<file path="config.mk">
export PLATFORM = sky130hd
export DESIGN_NAME = counter_compare_b_channel
export DESIGN_NICKNAME = d
export VERILOG_FILES = /design/src/hdl/compare_b_pkg.sv /design/src/hdl/compare_b_qualifier.sv /design/src/hdl/counter_compare_b_channel.sv
export SDC_FILE = /design/constraint.sdc
export NUM_CORES = 1
export LEC_CHECK = 0
export BUFFER_PORTS_ARGS = -buffer_cell sky130_fd_sc_hd__buf_2
export CAP_MARGIN = 20
export CELL_PAD_IN_SITES_DETAIL_PLACEMENT = 2
export CELL_PAD_IN_SITES_GLOBAL_PLACEMENT = 2
export CORE_MARGIN = 2
export CORE_UTILIZATION = 33
export DETAILED_ROUTE_END_ITERATION = 16
export HOLD_SLACK_MARGIN = 0.06
export PLACE_DENSITY = 0.85
export SYNTH_ARGS = -nofsm -noshare
export SYNTH_HDL_FRONTEND = slang
export SYNTH_HIERARCHICAL = 1
export SYNTH_SLANG_ARGS = --single-unit
</file>
<file path="constraint.sdc">
create_clock -name sys_clk -period 2.57 [get_ports sys_clk]
set_input_delay 0.771 -clock sys_clk [delete_from_list [all_inputs] [get_ports sys_clk]]
set_output_delay 0.771 -clock sys_clk [all_outputs]
set_load 0.05 [all_outputs]
</file>
<file path="src/hdl/compare_b_pkg.sv">
package compare_b_pkg;

  // register word offsets (byte addresses on the bus)
  localparam logic [3:0]  value_offset   = 4'h0;
  localparam logic [3:0]  control_offset = 4'h4;
  localparam logic [3:0]  qualifier_offset = 4'h8;

  // compare_control field positions
  localparam int          load_select_lsb      = 2;
  localparam int          shadow_disable_bit   = 6;
  localparam int          shadow_pending_bit   = 9;

  // qualifier control field position for compare-b-up action
  localparam int          qual_b_event_lsb     = 8;

  // reset values
  localparam logic [15:0] value_reset          = 16'h0000;
  localparam logic [1:0]  load_select_reset    = 2'h0;
  localparam logic        shadow_disable_reset = 1'b0;
  localparam logic [1:0]  action_reset         = 2'h0;

  typedef enum logic [1:0] {
    load_at_zero   = 2'h0,
    load_at_period = 2'h1,
    load_at_either = 2'h2,
    load_frozen    = 2'h3
  } load_select_type;

  typedef enum logic [1:0] {
    action_none   = 2'h0,
    action_clear  = 2'h1,
    action_set    = 2'h2,
    action_toggle = 2'h3
  } action_type;

  typedef struct packed {
    logic [3:0]  adr;
    logic [31:0] dat;
    logic [3:0]  sel;
    logic        we;
    logic        cyc;
    logic        stb;
  } wb_request_type;

  typedef struct packed {
    logic        zero;
    logic        period;
    logic [15:0] count;
  } timebase_type;

endpackage : compare_b_pkg

</file>
<file path="src/hdl/compare_b_qualifier.sv">
`timescale 1ns/1ps
module compare_b_qualifier
  import compare_b_pkg::*;
(
  // clock and reset
  input  wire logic       sys_clk,
  input  wire logic       reset,
  // event and per-output actions
  input  wire logic       compare_event,
  input  wire action_type action_a,
  input  wire action_type action_b,
  // outputs
  output logic            pwm_output_a,
  output logic            pwm_output_b
);

  typedef struct packed {
    logic a;
    logic b;
  } qual_state_type;

  qual_state_type state;
  qual_state_type next_state;

  function automatic logic apply_action(input action_type act, input logic level);
    unique case (act)
      action_none:   apply_action = level;
      action_clear:  apply_action = 1'b0;
      action_set:    apply_action = 1'b1;
      action_toggle: apply_action = ~level;
    endcase
  endfunction : apply_action

  always_comb begin
    next_state = state;
    if (compare_event) begin
      next_state.a = apply_action(action_a, state.a);
      next_state.b = apply_action(action_b, state.b);
    end
  end

  always_ff @(posedge sys_clk) begin
    if (reset) begin
      state <= '0;
    end else begin
      state <= next_state;
    end
  end

  assign pwm_output_a = state.a;
  assign pwm_output_b = state.b;

endmodule : compare_b_qualifier

</file>
<file path="src/hdl/counter_compare_b_channel.sv">
// Overview of operation
// - active value compared with timebase count every cycle; equal raises event
// - equality event is delivered to the action stage for both outputs
// - per output action: ignore, drive low, drive high, or invert
// - buffered mode after reset; control bit selects buffered or direct
// - shadow disable 0: reads and writes of value address reach shadow
// - buffered: shadow copied to active only on selected counter event
// - readable pending bit tells whether shadow holds an unloaded value
// - shadow disable 1: reads and writes reach the active value directly
// - both copies share one address; routing set only by shadow disable
// - load select: 00 zero, 01 period, 10 either, 11 no loads
// - pending bit clears itself on a shadow to active load
// - write while pending overwrites waiting shadow value, no queue
//
// Decided for this implementation: the placing of the registers and register access over Wishbone.
`timescale 1ns/1ps
module counter_compare_b_channel
  import compare_b_pkg::*;
#(
  parameter int value_width = 16
)
(
  // clock and reset
  input  wire logic                   sys_clk,
  input  wire logic                   reset,
  // wishbone slave
  input  wire logic [3:0]             wb_adr_i,
  input  wire logic [31:0]            wb_dat_i,
  input  wire logic [3:0]             wb_sel_i,
  input  wire logic                   wb_we_i,
  input  wire logic                   wb_cyc_i,
  input  wire logic                   wb_stb_i,
  output logic [31:0]                 wb_dat_o,
  output logic                        wb_ack_o,
  // shared time-base
  input  wire logic [value_width-1:0] timebase_count,
  input  wire logic                   timebase_zero,
  input  wire logic                   timebase_period,
  // event and outputs
  output logic                        compare_b_event,
  output logic                        pwm_output_a,
  output logic                        pwm_output_b
);

  typedef struct packed {
    logic [value_width-1:0] active;
    logic [value_width-1:0] shadow;
    logic                   shadow_pending;
    logic                   shadow_disable;
    load_select_type        load_select;
    action_type             qualifier_control_out_a;
    action_type             qualifier_control_out_b;
    logic                   ack;
    logic [31:0]            rdata;
  } chan_state_type;

  chan_state_type state;
  chan_state_type next_state;
  wb_request_type req;
  timebase_type   tb;

  logic           access;
  logic           load_strobe;
  logic           write_value;
  logic           match;

  function automatic logic load_point(input load_select_type sel, input logic zero, input logic period);
    unique case (sel)
      load_at_zero:   load_point = zero;
      load_at_period: load_point = period;
      load_at_either: load_point = zero | period;
      load_frozen:    load_point = 1'b0;
    endcase
  endfunction : load_point

  always_comb begin
    req.adr = wb_adr_i;
    req.dat = wb_dat_i;
    req.sel = wb_sel_i;
    req.we  = wb_we_i;
    req.cyc = wb_cyc_i;
    req.stb = wb_stb_i;
    tb.count  = timebase_count;
    tb.zero   = timebase_zero;
    tb.period = timebase_period;
  end

  // one wait state per access; ack drops the cycle after it was given
  assign access      = req.cyc & req.stb & ~state.ack;
  assign write_value = access & req.we & (req.adr == value_offset);
  assign load_strobe = ~state.shadow_disable
                       & load_point(state.load_select, tb.zero, tb.period);
  assign match       = (state.active == tb.count);

  always_comb begin
    next_state       = state;
    next_state.ack   = access;
    next_state.rdata = 32'h0000_0000;

    if (load_strobe) begin
      next_state.active         = state.shadow;
      next_state.shadow_pending = 1'b0;
    end

    if (write_value) begin
      if (state.shadow_disable) begin
        if (req.sel[0]) next_state.active[7:0]  = req.dat[7:0];
        if (req.sel[1]) next_state.active[15:8] = req.dat[15:8];
      end else begin
        // a write overwrites the pending shadow and beats a same-cycle load clear
        if (req.sel[0]) next_state.shadow[7:0]  = req.dat[7:0];
        if (req.sel[1]) next_state.shadow[15:8] = req.dat[15:8];
        next_state.shadow_pending = 1'b1;
      end
    end

    if (access && req.we && req.adr == control_offset) begin
      if (req.sel[0]) begin
        next_state.shadow_disable = req.dat[shadow_disable_bit];
        next_state.load_select    = load_select_type'(req.dat[load_select_lsb +: 2]);
      end
    end

    if (access && req.we && req.adr == qualifier_offset) begin
      if (req.sel[1]) begin
        next_state.qualifier_control_out_a = action_type'(req.dat[qual_b_event_lsb +: 2]);
        next_state.qualifier_control_out_b = action_type'(req.dat[qual_b_event_lsb + 2 +: 2]);
      end
    end

    if (access && !req.we) begin
      unique case (req.adr)
        value_offset: begin
          next_state.rdata[15:0] = 16'(state.shadow_disable ? state.active : state.shadow);
        end
        control_offset: begin
          next_state.rdata[shadow_pending_bit]     = state.shadow_pending;
          next_state.rdata[shadow_disable_bit]     = state.shadow_disable;
          next_state.rdata[load_select_lsb +: 2]   = state.load_select;
        end
        qualifier_offset: begin
          next_state.rdata[qual_b_event_lsb +: 2]     = state.qualifier_control_out_a;
          next_state.rdata[qual_b_event_lsb + 2 +: 2] = state.qualifier_control_out_b;
        end
        default: begin
          next_state.rdata = 32'h0000_0000;
        end
      endcase
    end
  end

  always_ff @(posedge sys_clk) begin
    if (reset) begin
      state.active                  <= value_reset;
      state.shadow                  <= value_reset;
      state.shadow_pending          <= 1'b0;
      state.shadow_disable          <= shadow_disable_reset;
      state.load_select             <= load_at_zero;
      state.qualifier_control_out_a <= action_none;
      state.qualifier_control_out_b <= action_none;
      state.ack                     <= 1'b0;
      state.rdata                   <= 32'h0000_0000;
    end else begin
      state <= next_state;
    end
  end

  assign wb_ack_o        = state.ack;
  assign wb_dat_o        = state.rdata;
  // combinational so it lands in the very cycle of the match
  assign compare_b_event = match;

  compare_b_qualifier qualifier (
    .sys_clk       (sys_clk),
    .reset         (reset),
    .compare_event (compare_b_event),
    .action_a      (state.qualifier_control_out_a),
    .action_b      (state.qualifier_control_out_b),
    .pwm_output_a  (pwm_output_a),
    .pwm_output_b  (pwm_output_b)
  );

endmodule : counter_compare_b_channel

</file>
==> flow_summary.yaml <==
run_status:
  status: "finished with violations"
  violations: "negative setup slack"
power:
  power.density_nw_per_um2: 559
  finalPower_mw: 1.97
  ir_worst_vdd_mv: 0.239
  p_leak_nw: 1.58
timing:
  setup_slack_ns: -0.0318
  rsz0062_at_grt: "true"
  max_freq_ghz: 0.384
  max_slew_margin_pct: 63.4
  min_period_over_period_pct: 101
  final_hold_viol_count: 0
  drv_slew: 0
  final.setup_skew_ns: 0.00779
  period_minus_slack_ns: 2.60
  setup_violations: 1
  worstMarginPinSlew_ns: 0.549
global_route:
  antenna_found_initial: 0
  track_usage_pct: 16.7
  grt_pass1_wl_mm: 12.5
  grt.overflow.total: 0
  grt_pass1_vias: 2347
  grt_max_degree: 43
detailed_routing:
  vias_per_cell: 4.86
  drc: 0
  top_layer: "met4"
  post_drt_wl_per_cell_um: 17.5
  dr.pass1.iters: 4
  totalWireLength_mm: 7.86
  wl_met3_um: 298
  dr.first_iter.drc_count: 41
  ant_nets: 0
  wl_met1_mm: 3.40
  vias: 2181
  wl_met2_mm: 4.02
synth:
  ys_types: 33
  syn_inst: 285
  synth_seq_cells: 59
  yosysSeqAreaShare_pct: 40.3
  synth_area_um2: 2930
  syn_avg_cell_area_um2: 10.3
  yosysWarnings: 6
floorplanning:
  rows: 34
  floorplan.initialDensity_pct: 33.8
  die_h_um: 98.3
  io_pins: 99
  chipWidth_um: 98.3
  core_area_um2: 8680
  dieArea_um2: 9660
clock_network:
  post_cts_buffers: 0
  htree_levels: 3
  clock-sinks: 59
  cts_buffers: 9
  path_clk_slew_ns: 0.07
  insertion_delay_ns: 0.34
  cts_tree: "yes"
  clk_path_buf_depth: 2
  clock-root-buffer: "clkbuf_8"
critical_path:
  setup.worst_path.start_class: "primary input"
  path_max_fanout: 2
  cp_data_required_time_ns: 1.80
  critPathLaunch: "timebase_count[4]"
  ff2ff_path_depth: 6
  critPathArrivalTime_ns: 1.83
  reg2reg_slack_ns: 0.86
  crit_path_end_kind: "output port"
  critPathKind: "in2out"
  r2r-start: "state[63]$_SDFF_PP0_"
min_path:
  min_from: "state[35]$_SDFFE_PP0P_"
  hold_path_depth: 1
  hp-class: "reg2reg"
job:
  cap_violations: 0
finish:
  fill_cells: 958
  final_nets: 400
  drive_above_1_share_pct: 33.7
  mostFrequentLayoutCell: "dfxtp_1"
  syn2layout_area_growth_pct: 19.9
  fin_area_um2: 3520
  most-common-layout-cells: "dfxtp_1 (59), buf_2 (58), mux2i_1 (54)"
  antennaDiodeCount: 0
placed_design:
  place_area_um2: 3220
  place_congestion: 0.708
  io_buffers: 64
  hpwlAfterDp_mm: 5.38
## metal layers
metal  GRT usage [%]  vias to the layer above
li1                -                     1049
met3            3.87                       14
met5               0                        -
met4            5.69                        0
met1            20.3                     1073
met2            28.9                       45
## power breakdown
part,total [mW],internal (mW),switching (mW),leakage [nW]
Clock,0.868,0.495,0.373,0.0995
Combinational,0.181,0.0603,0.121,1.00
Sequential,0.917,0.916,0.00134,0.475
Total,1.97,1.47,0.495,1.58
## stage by stage
| stage | std cells | hold slack, ns | worst slack [ns] | setup TNS [ns] | util (%) |
|---|---|---|---|---|---|
| 4_1_cts | 449 | 0.508 | -0.0411 | -0.0411 | 40.1 |
| 3_3_place_gp | 434 | 0.469 | -0.141 | -0.141 | 37.1 |
| 6_report | 449 | 0.497 | -0.0318 | -0.0318 | 40.5 |
| 2_1_floorplan | 300 | 0.454 | 0.00394 | 0 | - |
| 5_1_grt | 449 | 0.519 | -0.0880 | -0.0880 | 40.5 |
| 3_5_place_dp | 434 | 0.499 | -0.176 | -0.176 | 37.1 |
## cells in the mapped netlist (all sizes together)
master	count	share of area (%)
a21o	1	0.26
a221o	1	0.34
clkbuf	4	0.51
dfxtp	59	40
nor2b	1	0.21
nor4b	1	0.30
nor3	1	0.17
a211o	1	0.30
nor2	51	6.5
nand3	1	0.17
a211oi	17	7.1
o2bb2ai	5	1.5
buf	43	11
and4b	1	0.34
nand2b	3	0.64
a21oi	3	0.51
nor4	2	0.94
a2bb2oi	1	0.30
a21bo	2	0.68
nand4b	2	0.60
and4bb	1	0.43
nand2	3	0.38
mux2i	54	18
conb	1	0.13
nand4	7	2.5
nand3b	3	0.90
xnor2	16	4.8
## critical path, stage by stage
cell and delay (ns):
buf_6 0.10, xnor2_2 0.18, nand4_1 0.19, nor4_4 0.38, buf_6 0.21
## state kept, by name, indices dropped and copies added, names as in the netlist
register,cells
qualifier/pwm_output_b,1
wb_ack_o,1
wb_dat_o,16
state,40
qualifier/pwm_output_a,1
## path summary, 6_finish.rpt
| check | to |
|---|---|
| hold reg to reg | wb_dat_o[8]$_SDFF_PP0_ |
| setup reg to reg | qualifier/pwm_output_a$_SDFFE_PP0P_ |
| hold / removal | wb_dat_o[8]$_SDFF_PP0_ |
| setup / recovery | compare_b_event |
## cells by family (layout without fill, tap and decap cells)
group | count (synthesis) | in the layout | synth area share (%)
compound gates | 31 | 31 | 11.0
xor+xnor | 16 | 16 | 4.78
flops | 59 | 59 | 40.3
simple gates | 77 | 77 | 14.1
mux | 54 | 54 | 18.4
buf+inv | 47 | 88 | 11.3
other cells | 1 | 16 | 0.128
## what timing repair did
item                       4_1_cts  5_1_grt
pin swaps                        5        7
setup endpoints to repair        1        1
hold buffers                     0        0
gates resized for setup         11        9
gates cloned                     0        0
## layout make-up
type / count / area (um2) / area share (%)
clock buffers: 13 / 159 / 4.52
clock inverters: 2 / 35.0 / 0.996
multi-input cells: 194 / 1570 / 44.8
flip-flops and latches: 59 / 1180 / 33.6
well taps: 108 / 135 / 3.84
repair buffers: 73 / 433 / 12.3
(Power assumes the default switching activity.)
